[src/pkg/scp_pkg.sv]
// Constants, types and helpers for the serial configuration and pump control bank
// ==========================================================================
// Overview of operation
// - Readback uses data pin or separate output pin
// - Bit order and address step follow bit 6
// - Soft reset restores defaults, bit self-clears
// - Readback select picks buffered or active copy
// - Bit 7 sets phase detector sense
// - Pump current code: 0.6 to 4.8 mA
// - Antibacklash width code: 2.9, 1.3, 6.0, 2.9 ns
// ==========================================================================
package scp_pkg;

  // ========================================================================
  // Register map
  localparam int unsigned AW = 13;                  // Serial address width
  localparam logic [12:0] OFS_PORT_CFG  = 13'h000;  // serial_port_config
  localparam logic [12:0] OFS_RB_SELECT = 13'h004;  // readback_bank_select
  localparam logic [12:0] OFS_PD_PUMP   = 13'h010;  // phase_detector_pump

  // ========================================================================
  // Field positions
  localparam int unsigned CFG_SEP_OUT_BIT = 7;      // separate_output_enable
  localparam int unsigned CFG_LSB_BIT     = 6;      // LSB first, address up
  localparam int unsigned CFG_SRST_BIT    = 5;      // Self-clearing soft reset
  localparam int unsigned RB_ACTIVE_BIT   = 0;      // Read active copy
  localparam int unsigned PD_SENSE_BIT    = 7;      // phase_detector_sense
  localparam int unsigned PD_CUR_MSB      = 6;      // pump_current_code
  localparam int unsigned PD_CUR_LSB      = 4;
  localparam int unsigned PD_MODE_MSB     = 3;      // pump_force_mode
  localparam int unsigned PD_MODE_LSB     = 2;
  localparam int unsigned PD_ABL_MSB      = 1;      // Antibacklash code
  localparam int unsigned PD_ABL_LSB      = 0;
  localparam int unsigned INSTR_RD_BIT    = 15;     // Read flag of instruction

  // ========================================================================
  // Reset values
  localparam logic       RST_SEP_OUT = 1'b0;
  localparam logic       RST_LSB     = 1'b0;
  localparam logic       RST_RB_ACT  = 1'b0;
  localparam logic [7:0] RST_PD_PUMP = 8'h7c;      // Sense 0, 111, 11, 00

  // ========================================================================
  // Framing constants
  localparam logic [3:0] INSTR_LAST = 4'hf;        // 16-bit instruction
  localparam logic [2:0] BYTE_LAST  = 3'h7;        // 8-bit data bytes

  // ========================================================================
  // Analogue figures carried as numbers for downstream logic
  localparam logic [12:0] PUMP_STEP_UA = 13'h258;  // 600 uA per step
  localparam logic [12:0] ABL_2P9_PS   = 13'hb54;  // 2900 ps
  localparam logic [12:0] ABL_1P3_PS   = 13'h514;  // 1300 ps
  localparam logic [12:0] ABL_6P0_PS   = 13'h1770; // 6000 ps

  // Front-end state, one-hot
  typedef enum logic [2:0] {
    ST_IDLE  = 3'h1,
    ST_INSTR = 3'h2,
    ST_DATA  = 3'h4
  } scp_state_t;

  // Next address of a multibyte transfer
  function automatic logic [12:0] scp_step_addr(input logic [12:0] a, input logic up);
    scp_step_addr = up ? a + 13'h1 : a - 13'h1;
  endfunction

  // Pump current in microamps, equal steps from code 000
  function automatic logic [12:0] scp_pump_ua(input logic [2:0] code);
    scp_pump_ua = 13'(PUMP_STEP_UA * ({10'h0, code} + 13'h1));
  endfunction

  // Antibacklash width in picoseconds
  function automatic logic [12:0] scp_abl_ps(input logic [1:0] code);
    unique case (code)
      2'h1:    scp_abl_ps = ABL_1P3_PS;
      2'h2:    scp_abl_ps = ABL_6P0_PS;
      default: scp_abl_ps = ABL_2P9_PS;
    endcase
  endfunction

  // Shift one serial bit into a byte in the chosen order
  function automatic logic [7:0] scp_shift8(input logic [7:0] r, input logic b,
                                            input logic lsb);
    scp_shift8 = lsb ? {b, r[7:1]} : {r[6:0], b};
  endfunction

endpackage

[src/scp_bank.sv]
// Buffered and active copies of the pump register with registered readback
`timescale 1ns/10ps
`default_nettype none
module scp_bank import scp_pkg::*; (
  // Clock and reset
  input  wire logic        clk,
  input  wire logic        nrst,
  // Control
  input  wire logic        soft_rst,
  input  wire logic        update,
  // Write port
  input  wire logic        wr_en,
  input  wire logic [12:0] wr_addr,
  input  wire logic [7:0]  wr_data,
  // Read port
  input  wire logic [12:0] rd_addr,
  input  wire logic        sep_out,
  input  wire logic        lsb_first,
  input  wire logic        rb_active,
  output logic      [7:0]  rd_data_q,
  // Active copy
  output logic      [7:0]  act_q
);

  logic [7:0] buf_q, buf_d;   // Buffered copy, host facing
  logic [7:0] act_d;          // Active copy, drives the pump
  logic [7:0] rd_data_d;      // Readback mux
  logic [7:0] cfg_view;       // Port configuration as read, mirrored

  // ========================================================================
  // Next values
  always_comb begin
    buf_d = buf_q;
    act_d = act_q;
    if (soft_rst) begin
      buf_d = RST_PD_PUMP;
      act_d = RST_PD_PUMP;
    end else begin
      // Update takes the buffer as it stood before a same-cycle write
      if (update) begin
        act_d = buf_q;
      end
      if (wr_en && wr_addr == OFS_PD_PUMP) begin
        buf_d = wr_data;
      end
    end
    // Reset bit always reads back zero since it clears itself
    cfg_view = {sep_out, lsb_first, 4'h0, lsb_first, sep_out};
    unique case (rd_addr)
      OFS_PORT_CFG:  rd_data_d = cfg_view;
      OFS_RB_SELECT: rd_data_d = {7'h0, rb_active};
      OFS_PD_PUMP:   rd_data_d = rb_active ? act_q : buf_q;
      default:       rd_data_d = 8'h00;
    endcase
  end

  // ========================================================================
  // Registers
  always_ff @(posedge clk or negedge nrst) begin
    if (!nrst) begin
      buf_q     <= RST_PD_PUMP;
      act_q     <= RST_PD_PUMP;
      rd_data_q <= 8'h00;
    end else begin
      buf_q     <= buf_d;
      act_q     <= act_d;
      rd_data_q <= rd_data_d;
    end
  end

endmodule
`default_nettype wire

[src/scp_top.sv]
// Serial control port slave with port configuration and pump control registers
`timescale 1ns/10ps
`default_nettype none
module scp_top import scp_pkg::*; (
  // Clock and reset
  input  wire logic        clk,
  input  wire logic        nrst,
  // Serial port pins
  input  wire logic        sclk_pin,
  input  wire logic        cs_n_pin,
  input  wire logic        sdio_in,
  output logic             sdio_out,
  output logic             sdio_oe,
  output logic             serial_out_pin,
  output logic             serial_out_oe,
  // Update strobe pin, copies buffered settings to active
  input  wire logic        update_pin,
  // Port configuration state
  output logic             separate_output_enable,
  output logic             lsb_first,
  // Active pump settings
  output logic             phase_detector_sense,
  output logic      [2:0]  pump_current_code,
  output logic      [1:0]  pump_force_mode,
  output logic      [1:0]  abl_code,
  output logic      [12:0] pump_current_ua,
  output logic      [12:0] abl_width_ps
);

  // ========================================================================
  // Pin synchronisers: first stage feeds only the second
  logic [3:0] sync1_q;        // {update, sdio, cs_n, sclk} first stage
  logic [3:0] sync2_q;        // Second stage, safe to use
  logic [3:0] prev_q;         // Delayed copy for edges

  always_ff @(posedge clk or negedge nrst) begin
    if (!nrst) begin
      sync1_q <= 4'h2;        // cs_n idles high
      sync2_q <= 4'h2;
      prev_q  <= 4'h2;
    end else begin
      sync1_q <= {update_pin, sdio_in, cs_n_pin, sclk_pin};
      sync2_q <= sync1_q;
      prev_q  <= sync2_q;
    end
  end

  logic sclk_rise;            // Sample point
  logic sclk_fall;            // Launch point for read data
  logic cs_n_s;               // Synchronised chip select
  logic din_s;                // Synchronised data in
  logic upd_rise;             // Update strobe edge
  assign sclk_rise = sync2_q[0] & ~prev_q[0];
  assign sclk_fall = ~sync2_q[0] & prev_q[0];
  assign cs_n_s    = sync2_q[1];
  assign din_s     = sync2_q[2];
  assign upd_rise  = sync2_q[3] & ~prev_q[3];

  // ========================================================================
  // Front-end state
  scp_state_t  st_q, st_d;             // Transfer phase
  logic [3:0]  cnt_q, cnt_d;           // Instruction bit count
  logic [2:0]  idx_q, idx_d;           // Bit index within a data byte
  logic [15:0] instr_q, instr_d;       // Instruction shift register
  logic [7:0]  rx_q, rx_d;             // Write data shift register
  logic [12:0] addr_q, addr_d;         // Current register address
  logic        rd_q, rd_d;             // Transfer is a read
  logic        sep_q, sep_d;           // separate_output_enable
  logic        lsb_q, lsb_d;           // LSB first, address increments
  logic        rbsel_q, rbsel_d;       // Readback select
  logic        bit_q, bit_d;           // Bit launched on the out pins
  logic        sdio_oe_q, sdio_oe_d;   // Data pin drive
  logic        so_oe_q, so_oe_d;       // Separate out pin drive
  logic        wr_en;                  // One-cycle register write
  logic [7:0]  wr_data;                // Byte being written
  logic        srst;                   // One-cycle soft reset
  logic [15:0] instr_sh;               // Instruction after this bit
  logic [7:0]  rd_data;                // Registered readback byte
  logic [7:0]  act;                    // Active pump byte

  // Next-state logic of the serial front end
  always_comb begin
    st_d      = st_q;
    cnt_d     = cnt_q;
    idx_d     = idx_q;
    instr_d   = instr_q;
    rx_d      = rx_q;
    addr_d    = addr_q;
    rd_d      = rd_q;
    sep_d     = sep_q;
    lsb_d     = lsb_q;
    rbsel_d   = rbsel_q;
    bit_d     = bit_q;
    wr_en     = 1'b0;
    wr_data   = scp_shift8(rx_q, din_s, lsb_q);
    srst      = 1'b0;
    // Whole instruction follows the bit order too
    instr_sh  = lsb_q ? {din_s, instr_q[15:1]} : {instr_q[14:0], din_s};
    if (cs_n_s) begin
      // Deselect abandons any partial byte
      st_d = ST_IDLE;
    end else begin
      unique case (st_q)
        ST_IDLE: begin
          st_d  = ST_INSTR;
          cnt_d = 4'h0;
        end
        ST_INSTR: begin
          if (sclk_rise) begin
            instr_d = instr_sh;
            cnt_d   = cnt_q + 4'h1;
            if (cnt_q == INSTR_LAST) begin
              addr_d = instr_sh[AW-1:0];
              rd_d   = instr_sh[INSTR_RD_BIT];
              idx_d  = 3'h0;
              st_d   = ST_DATA;
            end
          end
        end
        ST_DATA: begin
          if (sclk_rise) begin
            idx_d = idx_q + 3'h1;
            if (!rd_q) begin
              rx_d = wr_data;
            end
            if (idx_q == BYTE_LAST) begin
              wr_en  = ~rd_q;
              addr_d = scp_step_addr(addr_q, lsb_q);
            end
          end
          // Readback byte is registered two cycles after the address step, six cycles before the next fall
          if (sclk_fall && rd_q) begin
            bit_d = lsb_q ? rd_data[idx_q] : rd_data[BYTE_LAST - idx_q];
          end
        end
        default: st_d = ST_IDLE;
      endcase
    end
    // Upper nibble decides; the host keeps the mirror so order never matters
    if (wr_en && addr_q == OFS_PORT_CFG) begin
      sep_d = wr_data[CFG_SEP_OUT_BIT];
      lsb_d = wr_data[CFG_LSB_BIT];
      srst  = wr_data[CFG_SRST_BIT];
    end
    if (wr_en && addr_q == OFS_RB_SELECT) begin
      rbsel_d = wr_data[RB_ACTIVE_BIT];
    end
    // Soft reset is a pulse, so the bit is never stored and self-clears
    if (srst) begin
      sep_d   = RST_SEP_OUT;
      lsb_d   = RST_LSB;
      rbsel_d = RST_RB_ACT;
    end
    // Read data goes out on one pin only, the other floats
    sdio_oe_d = ~cs_n_s && st_q == ST_DATA && rd_q && ~sep_q;
    so_oe_d   = ~cs_n_s && st_q == ST_DATA && rd_q && sep_q;
  end

  // Front-end registers
  always_ff @(posedge clk or negedge nrst) begin
    if (!nrst) begin
      st_q      <= ST_IDLE;
      cnt_q     <= 4'h0;
      idx_q     <= 3'h0;
      instr_q   <= 16'h0000;
      rx_q      <= 8'h00;
      addr_q    <= 13'h0000;
      rd_q      <= 1'b0;
      sep_q     <= RST_SEP_OUT;
      lsb_q     <= RST_LSB;
      rbsel_q   <= RST_RB_ACT;
      bit_q     <= 1'b0;
      sdio_oe_q <= 1'b0;
      so_oe_q   <= 1'b0;
    end else begin
      st_q      <= st_d;
      cnt_q     <= cnt_d;
      idx_q     <= idx_d;
      instr_q   <= instr_d;
      rx_q      <= rx_d;
      addr_q    <= addr_d;
      rd_q      <= rd_d;
      sep_q     <= sep_d;
      lsb_q     <= lsb_d;
      rbsel_q   <= rbsel_d;
      bit_q     <= bit_d;
      sdio_oe_q <= sdio_oe_d;
      so_oe_q   <= so_oe_d;
    end
  end

  // ========================================================================
  // Register store: buffered and active copies
  scp_bank scp_bank_inst (
    .clk       (clk),
    .nrst      (nrst),
    .soft_rst  (srst),
    .update    (upd_rise),
    .wr_en     (wr_en),
    .wr_addr   (addr_q),
    .wr_data   (wr_data),
    .rd_addr   (addr_q),
    .sep_out   (sep_q),
    .lsb_first (lsb_q),
    .rb_active (rbsel_q),
    .rd_data_q (rd_data),
    .act_q     (act)
  );

  // ========================================================================
  // Decoded pump figures, registered so every output is a flop
  logic [12:0] ua_q;          // Pump current in microamps
  logic [12:0] ps_q;          // Antibacklash width in picoseconds
  logic [12:0] ua_d;
  logic [12:0] ps_d;

  always_comb begin
    ua_d = scp_pump_ua(act[PD_CUR_MSB:PD_CUR_LSB]);
    ps_d = scp_abl_ps(act[PD_ABL_MSB:PD_ABL_LSB]);
  end

  always_ff @(posedge clk or negedge nrst) begin
    if (!nrst) begin
      ua_q <= 13'h0000;
      ps_q <= 13'h0000;
    end else begin
      ua_q <= ua_d;
      ps_q <= ps_d;
    end
  end

  // ========================================================================
  // Outputs
  assign sdio_out               = bit_q;
  assign sdio_oe                = sdio_oe_q;
  assign serial_out_pin         = bit_q;
  assign serial_out_oe          = so_oe_q;
  assign separate_output_enable = sep_q;
  assign lsb_first              = lsb_q;
  // 0: higher control voltage raises frequency, 1: lowers it
  assign phase_detector_sense   = act[PD_SENSE_BIT];
  assign pump_current_code      = act[PD_CUR_MSB:PD_CUR_LSB];
  // 00 hi-z, 01 source, 10 sink, 11 normal
  assign pump_force_mode        = act[PD_MODE_MSB:PD_MODE_LSB];
  assign abl_code               = act[PD_ABL_MSB:PD_ABL_LSB];
  assign pump_current_ua        = ua_q;
  assign abl_width_ps           = ps_q;

endmodule
`default_nettype wire

[config.mk]
export PLATFORM = sky130hd
export DESIGN_NAME = scp_top
export DESIGN_NICKNAME = d
export VERILOG_FILES = /design/src/pkg/scp_pkg.sv /design/src/scp_bank.sv /design/src/scp_top.sv
export SDC_FILE = /design/constraint.sdc
export NUM_CORES = 1
export LEC_CHECK = 0
export ABC_AREA = 1
export BUFFER_PORTS_ARGS = -buffer_cell sky130_fd_sc_hd__buf_2
export CAP_MARGIN = 20
export CORE_ASPECT_RATIO = 1.5
export CORE_MARGIN = 2
export CORE_UTILIZATION = 43
export CTS_CLUSTER_SIZE = 24
export DETAILED_ROUTE_END_ITERATION = 10
export PLACE_DENSITY_LB_ADDON = 0.12
export SYNTH_ARGS = -nofsm -noshare
export SYNTH_HDL_FRONTEND = slang
export SYNTH_SLANG_ARGS = --single-unit
[constraint.sdc]
create_clock -name clk -period 4.2 [get_ports clk]
set_input_delay 0.63 -clock clk [delete_from_list [all_inputs] [get_ports clk]]
set_output_delay 0.63 -clock clk [all_outputs]
set_load 0.005 [all_outputs]
# Word level (Yosys, flattened, before mapping)

Cells that the tools add are included.

Output and inout bits: 40
Word-level logic and storage cells: 119
Bits in registers: 113

Reduce and logical (&&, ||, !) cells: 23
Magnitude comparators: 2
Equality and inequality tests: 16
Muxes and demuxes: 41
Multipliers: 1
Add/sub/neg operators: 6
Bitwise logic cells: 9

Operators by type and width:

| cell                                                                         | count |
|---|---|
| 13-bit two-way mux                                                           | 5 |
| 13-bit case mux with 2 select lines                                          | 2 |
| 8-bit two-way mux                                                            | 6 |
| 8-bit case mux with 3 select lines                                           | 1 |
| 3-bit two-way mux                                                            | 6 |
| 16-bit two-way mux                                                           | 1 |
| 1-bit two-way mux                                                            | 14 |
| 13-bit by 1-bit adder with 13-bit output, second input constant              | 1 |
| 13-bit by 3-bit == test with 1-bit output, second input constant             | 1 |
| 13-bit by 5-bit == test with 1-bit output, second input constant             | 1 |
| 13-bit logical NOT                                                           | 1 |
| 13-bit by 1-bit subtractor with 13-bit output, second input constant         | 1 |
| 3-bit AND reduction                                                          | 4 |
| 2-bit nonzero test                                                           | 6 |
| 7-bit by 4-bit multiplier with 10-bit output, first input constant           | 1 |
| 2-bit != test, second input constant                                         | 5 |
| 3-bit case mux with 3 select lines                                           | 1 |
| 1-bit logical AND                                                            | 8 |
| 3-bit by 4-bit less-than comparator with 1-bit output, second input constant | 2 |
| 4-bit case mux with 2 select lines                                           | 1 |
| 4-bit AND reduction                                                          | 2 |
| 1-bit binary-select mux with 3-bit select                                    | 2 |
| 3-bit == test, second input constant                                         | 2 |
| 3-bit != test, second input constant                                         | 2 |
| 15 further kinds                                                             | 22 |

# Longest topological paths before layout

Gate-level depths: netlist of the first run.

Depth in word-level cells: 8
Gate-level depth with buffers: 13
Depth with buffers taken out: 13

# By module

Synthesis of the first run repeated with hierarchy kept, for this count alone.

Cell total of the unflattened synthesis: 755
Area, all modules: 5934.4 um^2

By module, submodules not included:

| module   | instances | area each (um^2) | cells an instance | sequential area each (um^2) |
|---|---|---|---|---|
| scp_top  | 1         | 4748.3           | 605               | 2005.7 |
| scp_bank | 1         | 1186.1           | 150               | 613.1 |

# Worst setup path before layout of the first run

Ideal clock, no wire load.

Path kind: register -> register
From: register scp_bank_inst.act_q[4]
To: register ua_q[12] (netlist: pump_current_ua[12])
Stages on the path, launching flop included: 11
Required time: 4.065 ns
Buffers on the path: 0
Library setup time: 0.135 ns
Data arrival time: 2.574 ns
Clock period less this slack: 2.708 ns
Path slack: 1.492 ns
Path through: dfstp_2 inv_1 ha_1 inv_1 ha_1 ha_1 ha_1 a31oi_1 o21ai_0 nand2_1 xnor2_1

Cells in the longest elaborated chain, start to end: 2

RTL lines:

| what                                         | line           | source |
|---|---|---|
| start, declared                              | scp_bank.sv:22 | `output logic [7:0] act_q` |
| start signal, assigned                       | scp_bank.sv:66 | `act_q <= act_d;` |
| 3-bit by 1-bit adder with 4-bit output       | scp_pkg.sv:69  | `scp_pump_ua = 13'(PUMP_STEP_UA * ({10'h0, code} + 13'h1));` |
| 7-bit by 4-bit multiplier with 10-bit output | scp_pkg.sv:69  |  |
| via ua_d[12]                                 | scp_top.sv:214 | `logic [12:0] ua_d;` |
| end signal, assigned                         | scp_top.sv:227 | `ua_q <= ua_d;` |
| end, declared                                | scp_top.sv:212 | `logic [12:0] ua_q;` |

The timed path passes the listed nets, and every way through them passes these cells.
A chain may end at the register's enable or synchronous reset.

# Final worst setup path of the first run

Same ends and word-level chain as after synthesis.

==> impl_results.md, run 1 <==
- Via Count: 4679
- Max-slew violations: 0
- GRT Overall Usage: 0.189
- Crit path max fanout: 8
- GR peak layer: met2
- Worst path cell trace: inv_1 -> nor3_1 -> ha_1 -> ha_1 -> ha_1 -> a31oi_1 -> o21ai_0 -> nand2_1 -> xnor2_1
- RSZ-0062 raised after global routing: no
- Max_cap viols: 0
- Synthesis-stage register bit count: 104
- Met2 Track Usage GR: 0.348
- Drt initial violations: roughly 230
- Clock slew at reported path FFs: 0.07 ns
- Area growth syn-to-layout: 9.31%
- Most used DFF post-synth: dfrtp_1
- Max VDD drop: 185 uV
- Mean Syn Cell Area: 7.98 sq um
- Post-Syn Instances: 738
- Tmin final: 3.06 ns
- Final period util: 0.729
- Hpwl dp: just under 10000 um
- Die area: 0.0147 sq mm
- CTS tree: done
- Chip Height: 147 um
- Crit-path slowest cell: dfstp_2
- Slew Limit Headroom: 0.510
- IO Count: 46
- Crit. Startpoint: scp_bank_inst.act_q[4]
- Number of global-route vias before repair: ~4700
- Post-route cell area: 0.00643 sq mm
- Number of levels in the clock H-tree: 3
- Post_cts resized: 0
- Std cell rows: between 50 and 60
- First-pass GRT wire length: 22300 um
- Final setup skew: 0.0121 ns
- Setup TNS: 0 ns
- Hold_buf cts: 0
- Tot Pwr: 0.00264 W
- Fmax: 0.326 GHz
- Post-synth EDFFs: 0
- CP Launch Type: flip-flop
- DP Area: 0.00615 sq mm
- Most common cell on crit path: ha_1
- RR Startpoint: scp_bank_inst.act_q[4]
- Cell Area, Synth: 0.00589 sq mm
- Post-layout util: 0.478
- Crit path required time: roughly 4.4 ns
- Remaining antenna violation count: 0
- Netlist cell types: 41
- Placer's final routability congestion estimate: 0.877
- CTS Sinks: around 100
- CP peak stage delay: 0.63 ns
- Register area share after synthesis: 0.445
- Area leader, netlist: dfrtp_1
- Worst hold path type: in2async
- Most frequent cell after synthesis: nand2_1
- Worst endpoint data arrival time: 3.28 ns
- Synth top cells by count: nand2_1, inv_1, dfrtp_1, o21ai_0, nor2_1
- Initial antenna violation count: 0
- Async set-reset flop share out of synthesis: 1.00
- Syn. warnings: 0
- Top cell type's share of synthesized area: 0.387
- DRC violations left: 0
- Core ar.: 0.0135 sq mm
- Post-layout nets: between 800 and 900
- Outcome: finished, final reports clean
- Initial Util: 0.437
- Grt met3 use: 0.0252
- Clock root cell: clkbuf_16
- Wirelength, routed: 12900 um
- Clock latency at the later pin of the worst-skew pair: 0.35 ns
- CTS buffer count: 9
- # setup viols final: 0
- Final non-filler cell total: 935
- Vias per cell: 5.00
- Slew @ Worst Pin: 0.736 ns
- Global route overflow: 0
- Critical Path End Type: flip-flop
- Routed len/inst: 13.8 um
- Setup Crit Path Kind: reg2reg
- Placed Instances: 919
- Setup repair bufs after CTS: 0
- Pleak: approximately 3.2 nW
- Fraction of layout cells with a size suffix above 1: 0.123
- Largest net degree at the start of global routing: a little under 60
- IO Port Bufs: 38
- Main area contributors after synthesis: dfrtp_1, nand2_1, inv_1
- GRT met1 Usage: 0.216
- PwrDens: 411 mW/mm^2
- Die Span X: 99.5 um
- Drt first pass iters: 4
- Antenna diode count: 0
- Clk buf depth: 2
- Fin. Hold Viols: 0
-- kinds of logic after synthesis --
| kind of cell | synth area share |
|---|---|
| other | 0.00128 |
| buffers and inverters | 0.103 |
| flip-flops | 0.445 |
| multiplexers | 0.00191 |
| AND/OR/NAND/NOR | 0.250 |
| AO/OA/AOI/OAI | 0.110 |
| XOR/XNOR | 0.0208 |
| adder cells (fa/ha/maj) | 0.0684 |
-- through the flow --
step	hold slack (ns)	setup WS [ns]
final	0.336	1.14
after global routing	0.356	0.960
after CTS	0.355	1.17
after detailed placement	0.336	1.17
after global placement	0.334	1.37
after floorplan	0.331	1.49
-- cell usage in the layout, fill, tap and decap left out, drive strengths merged --
master,count
buf,42
a21oi,26
a21boi,1
inv,113
a22o,1
nand3,48
nor3,8
clkinvlp,1
xor2,5
nand2,196
nor2,61
ha,29
nand4,11
mux2,1
dfstp,13
fa,2
xnor2,9
clkinv,3
o211ai,12
clkbuf,11
nand3b,1
a31oi,2
dfrtp,91
o21ai,76
conb,8
o22ai,2
-- cell type report --
| class | instances | area, sq um |
|---|---|---|
| fillers | 1335 | 7030 |
| multi-input cells | 499 | 2690 |
| flip-flops and latches | 104 | 2620 |
| inverters | 112 | 423 |
| clock buffers | 11 | 243 |
| repair buffers | 42 | 223 |
| well taps | 162 | 203 |
| clock inverters | 5 | 38.8 |
-- metal layers --
layer | wire length, um | share of wire
met1 | 5290 | 0.41
met2 | 6950 | 0.54
met4 | 362 | 0.028
met5 | 0 | 0
met3 | 339 | 0.026
-- power by group --
part	leakage, nW	switching, W	internal (W)
logic	1.77	0.000462	0.000247
clock network	0.137	0.000378	0.000423
registers	1.34	0.0000688	0.00106
total	3.25	0.000909	0.00173
-- final timing paths --
path | depth (start not counted) | slack, ns | end
max | 9 | 1.14 | pump_current_ua[12]
min | 1 | 0.34 | abl_width_ps[10]
max reg2reg | 9 | 1.14 | pump_current_ua[12]
min reg2reg | 0 | 0.35 | sync2_q[0]
max in group asynchronous | 2 | 3.00 | sync1_q[1]
min in group clk | 0 | 0.35 | sync2_q[0]
-- registers in the layout, indices dropped and copies added (netlist names) --
| name | cells |
|---|---|
| idx_q | 3 |
| rx_q | 8 |
| sync1_q | 4 |
| abl_width_ps | 6 |
| sdio_oe | 1 |
| lsb_first | 1 |
| pump_current_ua | 10 |
| separate_output_enable | 1 |
| cnt_q | 4 |
| serial_out_oe | 1 |
| scp_bank_inst.rd_data_q | 8 |
| st_q | 3 |
| sync2_q | 4 |
| rbsel_q | 1 |
| addr_q | 13 |
| prev_q | 2 |
| sdio_out | 1 |
| scp_bank_inst.act_q | 8 |
| instr_q | 16 |
| rd_q | 1 |
| scp_bank_inst.buf_q | 8 |
-- worst max-delay path: cells and delay by family (launching register included) --
kind | cells | cell delay (ns)
and+or+nand+nor | 2 | 0.61
buffers and inverters | 1 | 0.12
AOI/OAI and AO/OA | 2 | 0.44
xor gates and xnor gates | 1 | 0.14
adders and majority gates | 3 | 0.99
DFF | 1 | 0.63
(Power assumes the default switching activity.)
==> inputs of run 2 (changes only) <==
==> constraint.sdc (replaced) <==
create_clock -name clk -period 2.95 [get_ports clk]
set_input_delay 0.4425 -clock clk [delete_from_list [all_inputs] [get_ports clk]]
set_output_delay 0.4425 -clock clk [all_outputs]
set_load 0.005 [all_outputs]
==> run 2 against run 1 <==
Effect of this change: global-route usage fell by 0.65 points; non-clock buffer count rose by 3; maximum frequency rose by 9.9%; largest cell class unchanged; flip-flop and latch count did not move; die area did not move; via count rose by 1.0%.
==> impl_results.md, run 2 (synthesis results as in run 1) <==
- Slew @ Worst Pin: slightly above 0.6 ns
- Tmin final: 2.79 ns
- Chip Height: 147 um
- Max reg flops: 16
- Setup TNS: 0 ns
- Hpwl dp: 9680 um
- R2R depth: 13
- Biggest register: instr_q
- Placer's final routability congestion estimate: roughly 0.89
- Max_cap viols: 0
- Final non-filler cell total: ~940
- Critical Path End Type: flip-flop
- GRT Overall Usage: 0.182
- Sw Share: 0.343
- Fraction of layout cells with a size suffix above 1: 0.130
- Setup repair bufs after CTS: 0
- Vias per cell: between 5 and 6
- First-pass GRT wire length: between 20000 and 25000 um
- Worst hold path type: in2async
- CTS Sinks: 104
- Core ar.: 0.0135 sq mm
- Commonest non-fill, non-tap cell in the layout: nand2_1
- Crit. Startpoint: scp_bank_inst.act_q[5]
- Crit path required time: 3.18 ns
- IO Port Bufs: 38
- Layout fillers: between 1000 and 1500
- DRC violations left: 0
- Largest net degree at the start of global routing: 47
- Via Count: 4726
- Worst flop-to-flop path endpoint: pump_current_ua[11]
- Fmax: 0.359 GHz
- Final setup skew: 0.0126 ns
- RR Startpoint: scp_bank_inst.act_q[5]
- Switching pwr: between 0.001 and 0.0015 W
- Die area: 0.0147 sq mm
- Combinational share of power: 0.266
- DP Worst Slack: 0.0409 ns
- Placed Instances: ~900
- Number of levels in the clock H-tree: 3
- Fin worst setup slack: 0.162 ns
- Power share of the clock group: 0.303
- Commonest cells after routing, fill and taps aside: nand2_1, inv_1, dfrtp_1, o21ai_0, nor2_1
- IO Count: 46
- Pleak: 3.26 nW
- Clock latency at the later pin of the worst-skew pair: between 0.3 and 0.4 ns
- Tot Pwr: 0.00374 W
- Wirelength, routed: roughly 13000 um
- Drt first pass iters: 6
- Global route overflow: 0
- RSZ-0062 raised after global routing: no
- R2R Setup Slk: 0.16 ns
- CTS tree: done
- Initial Util: 0.437
- # setup viols final: 0
- Max VDD drop: 343 uV
- Slew Limit Headroom: 0.592
- Multi-input gate area: roughly 0.0027 sq mm
- Crit path to: pump_current_ua[11]
- Remaining antenna violation count: 0
- Initial antenna violation count: 0
- Clock root cell: clkbuf_16
- Routed len/inst: 13.7 um
- Clk buf depth: 2
- Number of global-route vias before repair: 4645
- Post-layout nets: a little over 800
- Antenna diode count: 0
- Setup Crit Path Kind: reg2reg
- Std cell rows: 52
- Fin. Hold Viols: 0
- Outcome: finished, final reports clean
- Final period util: 0.945
- Clock slew at reported path FFs: ~0.070 ns
- CP Launch Type: flip-flop
- Internal power: about 0.0025 W
- Sequential Power Share: 0.432
- PwrDens: 575 mW/mm^2
- Max-slew violations: 0
- Worst endpoint data arrival time: between 3 and 4 ns
- Register area: approximately 0.0026 sq mm
- Drt initial violations: 206
- Area growth syn-to-layout: 10.3%
- Die Span X: 99.5 um
- CTS buffer count: 9
- Crit path max fanout: 6
==> run 2: timing repair <==
item                                    4_1_cts  5_1_grt
endpoints found under the setup margin        0        3
hold endpoints to repair                      0        0
resized for setup                             0        5
hold buffers                                  0        0
==> run 2: stage by stage <==
step,hold slack [ns],utilization,instance area (sq um)
2_1_floorplan,0.147,-,5910
3_5_place_dp,0.337,0.459,6190
4_1_cts,0.126,0.480,6460
6_report,0.101,0.482,6490
5_1_grt,0.147,0.482,6490
3_3_place_gp,0.335,0.459,6190
==> run 2: cell type report <==
cell class / count / area share
Sequential cell: 104 / 0.403
Clock buffer: 11 / 0.0359
Clock inverter: 5 / 0.00655
Timing Repair Buffer: 45 / 0.0397
Tap cell: 162 / 0.0312
Inverter: 112 / 0.0652
Multi-Input combinational cell: 499 / 0.418
==> run 2: routing by layer <==
| layer | share of wire | track usage | vias up |
|---|---|---|---|
| li1 | - | - | 2400 |
| met1 | 0.42 | 0.211 | 2235 |
| met2 | 0.54 | 0.341 | 75 |
| met3 | 0.025 | 0.0257 | 16 |
| met4 | 0.018 | 0.0589 | 0 |
| met5 | 0 | 0 | - |
==> run 2: worst min-delay path by stage <==
stage          cells after the start                to       start
2_1_floorplan                      0  abl_width_ps[10]        nrst
3_3_place_gp                       0        sync2_q[2]  sync1_q[2]
3_5_place_dp                       0        sync2_q[3]  sync1_q[3]
4_1_cts                            1   abl_width_ps[2]        nrst
5_1_grt                            1   abl_width_ps[2]        nrst
6_report                           1   abl_width_ps[2]        nrst
==> run 2: power groups by stage <==
stage	sequential [W]	clock [W]	combinational, W
2_1_floorplan	0.00161	0	0.000806
4_1_cts	0.00161	0.00116	0.00100
5_1_grt	0.00163	0.00121	0.00115
3_3_place_gp	0.00163	0	0.000983
3_5_place_dp	0.00164	0	0.000996
6_report	0.00161	0.00113	0.000992
==> run 2: worst max-delay path: stages, from the launching register on <==
cell,delay (ns)
dfstp_2,0.60
ha_2,0.21
xnor2_2,0.14
inv_1,0.10
ha_1,0.28
inv_1,0.05
fa_1,0.51
inv_1,0.06
ha_1,0.22
nand3_1,0.08
nand2_1,0.08
a21oi_1,0.15
nor2_1,0.07
xor2_1,0.14
